===== src/rtl/codec_ctrl_pkg.sv =====
package codec_ctrl_pkg;

	// Clock and sample timing
	localparam longint CLK_HZ        = 100_000_000;
	localparam longint SAMPLE_HZ     = 8_000;
	localparam int     SAMPLE_CYCLES = int'(CLK_HZ / SAMPLE_HZ);
	// Tone frequency step in micro-hertz (7.8125 Hz)
	localparam longint TONE_STEP_UHZ = 7_812_500;
	localparam int     PHASE_W       = $clog2(int'(SAMPLE_HZ * 1_000_000 / TONE_STEP_UHZ));

	// Register addresses
	localparam logic [7:0] ADDR_POWER     = 8'h00;
	localparam logic [7:0] ADDR_MODE      = 8'h01;
	localparam logic [7:0] ADDR_TX_ST     = 8'h02;
	localparam logic [7:0] ADDR_RX_VOL    = 8'h03;
	localparam logic [7:0] ADDR_HIGH_TONE = 8'h04;
	localparam logic [7:0] ADDR_LOW_TONE  = 8'h05;

	// Reset values
	localparam logic [7:0] POWER_RST = 8'h00;
	localparam logic [7:0] MODE_RST  = 8'h02;
	localparam logic [7:0] TX_ST_RST = 8'h40;
	localparam logic [7:0] RX_VOL_RST = 8'h70;
	localparam logic [7:0] TONE_RST  = 8'h00;

	// Power control fields
	localparam int PWR_EAR1_SEL_BIT = 1;
	localparam int PWR_EAR_MUTE_BIT = 3;
	localparam int PWR_MIC_MUTE_BIT = 6;
	localparam int PWR_ST_MUTE_BIT  = 7;
	// Mode control fields
	localparam int MODE_BUZZ_BIT    = 3;
	localparam int MODE_COMPAND_BIT = 4;
	localparam int MODE_TONE_BIT    = 6;
	// Transmit/sidetone and receive/volume fields
	localparam int ST_LSB = 0;
	localparam int TP_LSB = 3;
	localparam int RV_LSB = 0;
	localparam int RP_LSB = 4;

	// Gain code limits and steps
	localparam logic [3:0] TX_EXT_LAST   = 4'h5;
	localparam logic [3:0] TX_NORM_FIRST = 4'h8;
	localparam logic [3:0] TX_NORM_LAST  = 4'hd;
	localparam logic [3:0] TX_STEP_DB    = 4'h2;
	localparam logic [4:0] TX_EXTRA_DB   = 5'h0c;
	localparam logic [3:0] RX_LAST       = 4'hc;
	localparam logic [4:0] RX_TOP_DB     = 5'h06;
	localparam logic [2:0] ST_LAST       = 3'h6;
	localparam logic [4:0] ST_BASE_DB    = 5'h0c;
	localparam logic [3:0] VOL_LAST      = 4'h9;

	// Serial word lengths
	localparam int COMPAND_BITS = 8;
	localparam int LINEAR_BITS  = 15;

	// Tone amplitudes, high one about 2 dB above low one
	localparam logic signed [7:0] LOW_AMP  = 8'sh1f;
	localparam logic signed [7:0] HIGH_AMP = 8'sh27;
	localparam logic signed [10:0] PDM_FULL = 11'sh050;

	typedef enum {RX_IDLE, RX_SHIFT, RX_HOLD} rx_state_t;

endpackage


===== src/rtl/word_stream_if.sv =====
`timescale 1ns/1ps
interface word_stream_if #(parameter int W = 16);
	logic         valid;
	logic         ready;
	logic [W-1:0] data;
	modport src (output valid, output data, input ready);
	modport snk (input valid, input data, output ready);
endinterface


===== src/rtl/tone_channel.sv =====
`timescale 1ns/1ps
module tone_channel import codec_ctrl_pkg::*; #(
	parameter logic signed [7:0] AMP = LOW_AMP
) (
	// Clock and reset
	input  wire logic              clk,
	input  wire logic              rst,
	// Control
	input  wire logic              tick,
	input  wire logic              enable,
	input  wire logic [7:0]        tone_value,
	// Tone level
	output logic signed [7:0]      level
);

	logic [PHASE_W-1:0] phase;

	// Phase steps by the value each sample, so frequency is value times step
	always_ff @(posedge clk) begin
		if (rst) begin
			phase <= '0;
		end else if (tick) begin
			phase <= phase + PHASE_W'(tone_value);
		end
	end

	// Square wave keeps the block table-free; shaping is left to the analog filter
	always_ff @(posedge clk) begin
		if (rst || !enable || tone_value == 8'h00) begin
			level <= 8'sh00;
		end else begin
			level <= phase[PHASE_W-1] ? -AMP : AMP;
		end
	end

endmodule


===== src/rtl/word_buffer.sv =====
`timescale 1ns/1ps
module word_buffer #(
	parameter int W     = 16,
	parameter int DEPTH = 2
) (
	// Clock and reset
	input  wire logic clk,
	input  wire logic rst,
	// Filling and draining sides
	word_stream_if.snk fill,
	word_stream_if.src drain
);

	localparam int CW = $clog2(DEPTH + 1);

	initial begin
		if (DEPTH < 1) $error("word_buffer needs DEPTH of at least one");
	end

	logic [W-1:0]  mem [DEPTH];
	logic [CW-1:0] count;
	logic [CW-1:0] next_count;
	logic          has_word;
	logic          push;
	logic          pop;

	assign fill.ready  = (count != CW'(DEPTH));
	assign push        = fill.valid && fill.ready;
	assign pop         = has_word && drain.ready;
	assign next_count  = count + CW'(push) - CW'(pop);
	assign drain.valid = has_word; // Straight from a flop, no compare on the output
	assign drain.data  = mem[0];

	// Occupancy, with the non-empty flag kept in its own flop
	always_ff @(posedge clk) begin
		if (rst) begin
			count    <= '0;
			has_word <= 1'b0;
		end else begin
			count    <= next_count;
			has_word <= (next_count != '0);
		end
	end

	// Shift storage so the head always sits in a flop
	always_ff @(posedge clk) begin
		for (int i = 0; i < DEPTH; i++) begin
			if (push && (int'(count) - int'(pop)) == i) begin
				mem[i] <= fill.data;
			end else if (pop && i < DEPTH - 1) begin
				mem[i] <= mem[i+1];
			end
		end
	end

endmodule


===== src/rtl/gain_pcm_tone_control.sv =====
`timescale 1ns/1ps
// Behaviour
// - Transmit code picks extended or normal, 2 dB steps
// - Reset transmit code 1000, 23.5 dB total
// - Receive code 0 gives +6, 1 dB steps
// - Reset receive code 0111, -1 dB
// - Sidetone code 0 gives -12, 2 dB steps
// - Reset sidetone code 000, -12 dB
// - Power bit 7 mutes sidetone
// - Volume code 0 gives 0, 2 dB steps
// - Reset volume code 0000, 0 dB
// - Exactly one earphone stage drives at once
// - Power bit 3 mutes earphone
// - Companded word: 8 bits, MSB first
// - Linear word: 15 bits MSB first, slot 16 unused
// - Tone registers 8 bits, value times step
// - High tone 2 dB louder than low
// - Tones summed, also feed buzzer output
// - Linear words are 15-bit two's complement
module gain_pcm_tone_control import codec_ctrl_pkg::*; #(
	parameter int SAMPLE_DIV = SAMPLE_CYCLES
) (
	// Clock and reset
	input  wire logic              clk,
	input  wire logic              rst,
	// Register port
	input  wire logic              reg_wr,
	input  wire logic              reg_rd,
	input  wire logic [7:0]        reg_addr,
	input  wire logic [7:0]        reg_wdata,
	output logic [7:0]             reg_rdata,
	output logic                   reg_rvalid,
	// Serial receive pins
	input  wire logic              pcm_bclk,
	input  wire logic              pcm_sync,
	input  wire logic              pcm_din,
	// Received words
	output logic                   rx_valid,
	input  wire logic              rx_ready,
	output logic [14:0]            rx_word,
	output logic                   rx_linear,
	output logic                   rx_overrun,
	// Decoded gains
	output logic                   tx_extended,
	output logic [3:0]             tx_pga_atten_db,
	output logic                   tx_code_valid,
	output logic                   mic_muted,
	output logic signed [4:0]      rx_gain_db,
	output logic                   rx_code_valid,
	output logic [4:0]             sidetone_atten_db,
	output logic                   sidetone_muted,
	output logic [4:0]             volume_atten_db,
	output logic                   volume_code_valid,
	// Earphone stages
	output logic                   diff_ear_out_pos,
	output logic                   diff_ear_out_neg,
	output logic                   single_ear_out,
	output logic                   ear_muted,
	// Tone outputs
	output logic signed [8:0]      dual_tone,
	output logic                   buzzer_pdm_out
);

	initial begin
		if (SAMPLE_DIV < 2) $error("SAMPLE_DIV must be at least two");
	end

	localparam int DW = $clog2(SAMPLE_DIV);

	// Register storage
	logic [7:0] power_ctrl;
	logic [7:0] mode_ctrl;
	logic [7:0] tx_sidetone;
	logic [7:0] rx_volume;
	logic [7:0] high_tone_select;
	logic [7:0] low_tone_select;

	// Register writes; unmapped addresses are ignored
	always_ff @(posedge clk) begin
		if (rst) begin
			power_ctrl       <= POWER_RST;
			mode_ctrl        <= MODE_RST;
			tx_sidetone      <= TX_ST_RST;
			rx_volume        <= RX_VOL_RST;
			high_tone_select <= TONE_RST;
			low_tone_select  <= TONE_RST;
		end else if (reg_wr) begin
			case (reg_addr)
				ADDR_POWER:     power_ctrl       <= reg_wdata;
				ADDR_MODE:      mode_ctrl        <= reg_wdata;
				ADDR_TX_ST:     tx_sidetone      <= reg_wdata;
				ADDR_RX_VOL:    rx_volume        <= reg_wdata;
				ADDR_HIGH_TONE: high_tone_select <= reg_wdata;
				ADDR_LOW_TONE:  low_tone_select  <= reg_wdata;
				default:        ;
			endcase
		end
	end

	// Read back, one cycle after the strobe; unmapped reads give zero
	always_ff @(posedge clk) begin
		if (rst) begin
			reg_rdata  <= 8'h00;
			reg_rvalid <= 1'b0;
		end else begin
			reg_rvalid <= reg_rd;
			if (reg_rd) begin
				case (reg_addr)
					ADDR_POWER:     reg_rdata <= power_ctrl;
					ADDR_MODE:      reg_rdata <= mode_ctrl;
					ADDR_TX_ST:     reg_rdata <= tx_sidetone;
					ADDR_RX_VOL:    reg_rdata <= rx_volume;
					ADDR_HIGH_TONE: reg_rdata <= high_tone_select;
					ADDR_LOW_TONE:  reg_rdata <= low_tone_select;
					default:        reg_rdata <= 8'h00;
				endcase
			end
		end
	end

	// Field views
	logic [3:0] tx_code;
	logic [2:0] st_code;
	logic [3:0] rx_code;
	logic [3:0] vol_code;
	assign tx_code  = tx_sidetone[TP_LSB +: 4];
	assign st_code  = tx_sidetone[ST_LSB +: 3];
	assign rx_code  = rx_volume[RP_LSB +: 4];
	assign vol_code = rx_volume[RV_LSB +: 4];

	// Transmit gain decode; undefined codes hold attenuation at zero
	always_ff @(posedge clk) begin
		if (rst) begin
			tx_extended     <= 1'b0;
			tx_pga_atten_db <= 4'h0;
			tx_code_valid   <= 1'b1;
		end else if (tx_code <= TX_EXT_LAST) begin
			tx_extended     <= 1'b1;
			tx_pga_atten_db <= 4'(tx_code * TX_STEP_DB);
			tx_code_valid   <= 1'b1;
		end else if (tx_code >= TX_NORM_FIRST && tx_code <= TX_NORM_LAST) begin
			tx_extended     <= 1'b0;
			tx_pga_atten_db <= 4'((tx_code - TX_NORM_FIRST) * TX_STEP_DB);
			tx_code_valid   <= 1'b1;
		end else begin
			tx_extended     <= 1'b0;
			tx_pga_atten_db <= 4'h0;
			tx_code_valid   <= 1'b0;
		end
	end

	// Receive gain, +6 dB falling 1 dB per code
	always_ff @(posedge clk) begin
		if (rst) begin
			rx_gain_db    <= 5'sh00;
			rx_code_valid <= 1'b1;
		end else begin
			rx_code_valid <= (rx_code <= RX_LAST);
			if (rx_code <= RX_LAST) begin
				rx_gain_db <= $signed(RX_TOP_DB - {1'b0, rx_code});
			end else begin
				rx_gain_db <= 5'sh00;
			end
		end
	end

	// Sidetone and mic mute; code 111 is clamped to the last step
	always_ff @(posedge clk) begin
		if (rst) begin
			sidetone_atten_db <= ST_BASE_DB;
			sidetone_muted    <= 1'b0;
			mic_muted         <= 1'b0;
		end else begin
			if (st_code <= ST_LAST) begin
				sidetone_atten_db <= ST_BASE_DB + {1'b0, st_code, 1'b0};
			end else begin
				sidetone_atten_db <= ST_BASE_DB + {1'b0, ST_LAST, 1'b0};
			end
			sidetone_muted <= power_ctrl[PWR_ST_MUTE_BIT];
			mic_muted      <= power_ctrl[PWR_MIC_MUTE_BIT];
		end
	end

	// Volume; codes above the last step are clamped and flagged
	always_ff @(posedge clk) begin
		if (rst) begin
			volume_atten_db   <= 5'h00;
			volume_code_valid <= 1'b1;
		end else begin
			volume_code_valid <= (vol_code <= VOL_LAST);
			if (vol_code <= VOL_LAST) begin
				volume_atten_db <= {vol_code, 1'b0};
			end else begin
				volume_atten_db <= {VOL_LAST, 1'b0};
			end
		end
	end

	// Earphone routing; the two stage enables are complements by construction
	always_ff @(posedge clk) begin
		if (rst) begin
			diff_ear_out_pos <= 1'b0;
			diff_ear_out_neg <= 1'b0;
			single_ear_out   <= 1'b1;
			ear_muted        <= 1'b0;
		end else begin
			diff_ear_out_pos <= power_ctrl[PWR_EAR1_SEL_BIT];
			diff_ear_out_neg <= power_ctrl[PWR_EAR1_SEL_BIT];
			single_ear_out   <= !power_ctrl[PWR_EAR1_SEL_BIT];
			ear_muted        <= power_ctrl[PWR_EAR_MUTE_BIT];
		end
	end

	// Serial pins pass two flops; a third flop gives the clock edge
	logic [1:0] bclk_sync;
	logic [1:0] fs_sync;
	logic [1:0] din_sync;
	logic       bclk_prev;
	always_ff @(posedge clk) begin
		if (rst) begin
			bclk_sync <= 2'b00;
			fs_sync   <= 2'b00;
			din_sync  <= 2'b00;
			bclk_prev <= 1'b0;
		end else begin
			bclk_sync <= {bclk_sync[0], pcm_bclk};
			fs_sync   <= {fs_sync[0], pcm_sync};
			din_sync  <= {din_sync[0], pcm_din};
			bclk_prev <= bclk_sync[1];
		end
	end

	logic bclk_rise;
	assign bclk_rise = bclk_sync[1] && !bclk_prev;

	// Deserialiser
	word_stream_if #(.W(16)) in_if ();
	word_stream_if #(.W(16)) out_if ();

	rx_state_t   rx_state;
	logic [3:0]  bit_count;
	logic [14:0] shift;
	logic        word_linear;
	logic [3:0]  last_slot;
	assign last_slot = mode_ctrl[MODE_COMPAND_BIT] ? 4'(COMPAND_BITS - 1)
	                                               : 4'(LINEAR_BITS - 1);

	// Slot one starts with frame sync; bits past the word, slot 16 too, are ignored
	always_ff @(posedge clk) begin
		if (rst) begin
			rx_state    <= RX_IDLE;
			bit_count   <= 4'h0;
			shift       <= 15'h0000;
			word_linear <= 1'b0;
			rx_overrun  <= 1'b0;
		end else begin
			case (rx_state)
				RX_IDLE: begin
					if (bclk_rise && fs_sync[1]) begin
						shift       <= {14'h0000, din_sync[1]};
						bit_count   <= 4'h1;
						word_linear <= !mode_ctrl[MODE_COMPAND_BIT];
						rx_state    <= RX_SHIFT;
					end
				end
				RX_SHIFT: begin
					if (bit_count > last_slot) begin
						rx_state <= RX_HOLD;
					end else if (bclk_rise) begin
						shift     <= {shift[13:0], din_sync[1]};
						bit_count <= bit_count + 4'h1;
					end
				end
				RX_HOLD: begin
					// Pin source cannot stall, so a sync while full is counted lost
					if (in_if.ready) begin
						rx_state <= RX_IDLE;
					end else if (bclk_rise && fs_sync[1]) begin
						rx_overrun <= 1'b1;
					end
				end
				default: rx_state <= RX_IDLE;
			endcase
		end
	end

	// Companded words sit in the low byte; linear words are signed 15-bit
	assign in_if.valid = (rx_state == RX_HOLD);
	assign in_if.data  = {word_linear, shift};

	word_buffer #(.W(16), .DEPTH(2)) u_rx_buffer (
		.clk   (clk),
		.rst   (rst),
		.fill  (in_if),
		.drain (out_if)
	);

	assign out_if.ready = rx_ready;
	assign rx_valid     = out_if.valid;
	assign rx_word      = out_if.data[14:0];
	assign rx_linear    = out_if.data[15];

	// Sample tick for the tone phase accumulators
	logic [DW-1:0] div_count;
	logic          tick;
	always_ff @(posedge clk) begin
		if (rst) begin
			div_count <= '0;
			tick      <= 1'b0;
		end else begin
			tick <= (div_count == DW'(SAMPLE_DIV - 1));
			if (div_count == DW'(SAMPLE_DIV - 1)) begin
				div_count <= '0;
			end else begin
				div_count <= div_count + DW'(1);
			end
		end
	end

	// Tone channels; larger amplitude on the high register
	logic signed [7:0] high_level;
	logic signed [7:0] low_level;

	tone_channel #(.AMP(HIGH_AMP)) u_high_tone (
		.clk        (clk),
		.rst        (rst),
		.tick       (tick),
		.enable     (mode_ctrl[MODE_TONE_BIT]),
		.tone_value (high_tone_select),
		.level      (high_level)
	);

	tone_channel #(.AMP(LOW_AMP)) u_low_tone (
		.clk        (clk),
		.rst        (rst),
		.tick       (tick),
		.enable     (mode_ctrl[MODE_TONE_BIT]),
		.tone_value (low_tone_select),
		.level      (low_level)
	);

	// Dual-tone sum
	always_ff @(posedge clk) begin
		if (rst) begin
			dual_tone <= 9'sh000;
		end else begin
			dual_tone <= 9'(high_level) + 9'(low_level);
		end
	end

	// First-order density modulator drives the buzzer from the same sum
	logic signed [10:0] pdm_acc;
	logic signed [10:0] next_pdm_acc;
	always_comb begin
		next_pdm_acc = pdm_acc + 11'(dual_tone) - (buzzer_pdm_out ? PDM_FULL : -PDM_FULL);
	end

	always_ff @(posedge clk) begin
		if (rst || !mode_ctrl[MODE_BUZZ_BIT]) begin
			pdm_acc        <= 11'sh000;
			buzzer_pdm_out <= 1'b0;
		end else begin
			pdm_acc        <= next_pdm_acc;
			buzzer_pdm_out <= (next_pdm_acc >= 11'sh000);
		end
	end

endmodule


===== config.mk =====
export PLATFORM = sky130hd
export DESIGN_NAME = gain_pcm_tone_control
export DESIGN_NICKNAME = d
export VERILOG_FILES = /design/src/rtl/codec_ctrl_pkg.sv /design/src/rtl/word_stream_if.sv /design/src/rtl/tone_channel.sv /design/src/rtl/word_buffer.sv /design/src/rtl/gain_pcm_tone_control.sv
export SDC_FILE = /design/constraint.sdc
export NUM_CORES = 1
export LEC_CHECK = 0
export BUFFER_PORTS_ARGS = -buffer_cell sky130_fd_sc_hd__buf_2
export CAP_MARGIN = 25
export CORE_MARGIN = 2
export CORE_UTILIZATION = 40
export DETAILED_ROUTE_END_ITERATION = 10
export PLACE_DENSITY = 0.55
export SLEW_MARGIN = 40
export SYNTH_ARGS = -nofsm -noshare
export SYNTH_HDL_FRONTEND = slang
export SYNTH_SLANG_ARGS = --single-unit
export TNS_END_PERCENT = 100

===== constraint.sdc =====
create_clock -name clk -period 3 [get_ports clk]
set_input_delay 0.6 -clock clk [delete_from_list [all_inputs] [get_ports clk]]
set_output_delay 0.6 -clock clk [all_outputs]
set_load 0.005 [all_outputs]

==> qor.csv <==
stage;metric;value;unit
synthesis;syn avg cell area;9.91;um^2
grt;first-pass GRT wire length;32300;um
synthesis;Synth cell types;63;
sta;unrepaired setup endpoints after global routing;false;
grt;vias in the first global route;6285;
power;PwrDens;571;nW/um^2
worst_setup_path;R2R Setup Slk;0.61;ns
drt;routed vias/inst;4.91;
finish;commonest non-fill, non-tap cell in the layout;dfxtp_1;
cts;root buf cell;clkbuf_16;
finish;layout cells sized above 1;0.181;
grt;GRT busiest layer;met2;
cts;Max clock buf depth;3;
cts;clk_lat worst skew;0.52;ns
sta;fmax;418;MHz
worst_setup_path;critical path required time;3.43;ns
synthesis;post-synthesis sequential area ratio;0.475;
worst_setup_path;critical setup path kind;reg -> reg;
place;Buffers on Ports;86;
cts;hold_buf cts;0;
finish;Inserted Diodes;0;
die;Rows;56;
sta;Layout Skew;0.0280;ns
sta;final setup vio count;0;
sta;Hold Slack;0.294;ns
sta;setup TNS;0;ns
synthesis;Netlist Area Pre-Place;9480;um^2
die;I/O pins;90;
synthesis;Post-Synthesis Cells;956;
run_status;status;complete, no violations;
drt;via count;6714;
job;maxcap violations;0;
cts;CTS tree;done;
synthesis;Synth area leader;dfxtp_1;
finish;non-filler cells in the finished layout;1367;
finish;commonest cells after routing, fill and taps aside;dfxtp_1 (177), nor2_1 (124), buf_2 (85);
drt;post-route ant nets;0;
synthesis;Yosys top cell area share;0.374;
die;Die W;158;um
finish;Area Overhead vs Synth;16.2;%
power;static leakage;4.55;nW
sta;final worst path period need;2.39;ns
cts;CTS buffer count;24;
synthesis;Yosys warning total;0;
worst_hold_path;worst hold-check path type;in -> reg;
synthesis;Post-synth EDFFs;32;
power;post-layout power;6.29;mW
drt;WL/cell;14.5;um
grt;final global-route overflow total;0;
sta;final worst-path cycle share;0.798;
grt;Total GRT Usage;0.160;
grt;grt met3 use;0.0255;
synthesis;synthesized flop and latch total;209;
die;CORE AREA;23300;um^2
worst_hold_path;Min-Delay Path Depth;2;
synthesis;synth top area cells;dfxtp_1 (37%), edfxtp_1 (10%), mux2i_1 (7.2%), ha_1 (6.2%), nor2_1 (4.9%);
grt;antenna violations before repair;0;
sta;relative slew slack;0.554;
drt;DRC Markers;0;
worst_setup_path;Reg2Reg Depth;8;
place;Area after DPL;10200;um^2
grt;met2 Use GR;0.261;
die;die extent in y;158;um
finish;final core occ;0.472;
worst_setup_path;critical path startpoint category;flop;
finish;Layout Nets;1110;
place;gpl congestion;0.797;
place;placed cell count;1323;
synthesis;Synth Flop Type;dfxtp_1;
die;Initial Util;0.406;
sta;Slew Limit Fails;0;
die;die area;24900;um^2
power;worst vdd ir;480;uV
place;detailed placement HPWL;14000;um
worst_setup_path;crit path DAT;2.82;ns
grt;met1 GRT Util;0.222;
cts;post-CTS sizing;0;
finish;post-route cell area;11000;um^2
worst_setup_path;CP max FO;7;
grt;largest net degree at the start of global routing;41;
drt;Total Wirelength;19800;um
synthesis;Async S/R FF share, synth;0;
drt;TritonRoute pass-1 iters;4;
sta;Fin. Hold Viols;0;
cts;H-tree depth;1;
cts;post-CTS setup buffers;0;
cts;register clock-pin slew on the reported worst setup and hold paths;0.06;ns
worst_setup_path;Crit. End Element;flop;
finish;fillers;2258;
drt;Starting DRT DRC Count;277;
sta;Least-Margin Pin Slew;0.668;ns
place;Post-Place Setup Slack;0.263;ns
sta;Final WS setup;0.605;ns
cts;CTS sink count;209;
[routing by layer]
layer | part of all wire | vias to the layer above | wire [um]
li1 | - | 3450 | -
met4 | 0.011 | 0 | 225
met1 | 0.49 | 3150 | 9780
met3 | 0.038 | 17 | 763
met5 | 0 | - | 0
met2 | 0.46 | 97 | 9060
[power breakdown]
group	internal, mW	switching (mW)	total, mW
combinational	0.108	0.178	0.285
sequential	2.90	0.0198	2.92
clock	1.94	1.15	3.09
total	4.94	1.35	6.29
[final timing paths]
kind / start / to
min: pcm_bclk / bclk_sync[0]
max: buzzer_pdm_out / pdm_acc[9]
max reg2reg: buzzer_pdm_out / pdm_acc[9]
min reg2reg: bclk_sync[0] / bclk_sync[1]
[layout make-up]
cell class	instances	area, um^2	area share
Clock buffer	30	633	0.0575
Clock inverter	14	216	0.0197
Inverter	49	184	0.0167
Multi-Input combinational cell	640	4500	0.408
Sequential cell	209	4500	0.409
Tap cell	319	399	0.0362
Timing Repair Buffer	106	583	0.0529
[state kept, by name, summed over array words and instances, names as in the netlist, 9 cells and up]
register,cells
u_high_tone.phase,10
dual_tone,9
u_rx_buffer.mem,32
u_low_tone.phase,10
div_count,14
pdm_acc,11
shift,15
[synthesized netlist by cell type, types with 20 or more instances]
cell type  count
clkbuf_1      29
a21oi_1       31
nand3_1       20
buf_4         21
inv_1         49
nor2_1       124
mux2i_1       68
edfxtp_1      32
dfxtp_1      177
nand2_1       66
o21ai_0       21
nor2b_1       29
mux2_2        21
ha_1          47
[cell families (layout without fill, tap and decap cells)]
| group | after synthesis | count (layout) | synth area share |
|---|---|---|---|
| AND/OR/NAND/NOR | 326 | 326 | 0.168 |
| AO/OA/AOI/OAI | 135 | 135 | 0.0966 |
| adder cells (fa/ha/maj) | 56 | 56 | 0.0811 |
| multiplexers | 90 | 90 | 0.0991 |
| XOR/XNOR | 30 | 30 | 0.0277 |
| other | 1 | 3 | 0.000396 |
| flip-flops | 209 | 209 | 0.475 |
| buffers and inverters | 109 | 199 | 0.0517 |
[worst max-delay path, stage by stage, from the launching register on]
cell	delay (ns)
dfxtp_1	0.54
inv_1	0.11
fa_1	0.51
inv_1	0.04
ha_1	0.33
nand2_1	0.07
o31a_1	0.27
o21ai_0	0.25
mux2i_1	0.21
No activity file was read; power rests on OpenSTA's default activity.
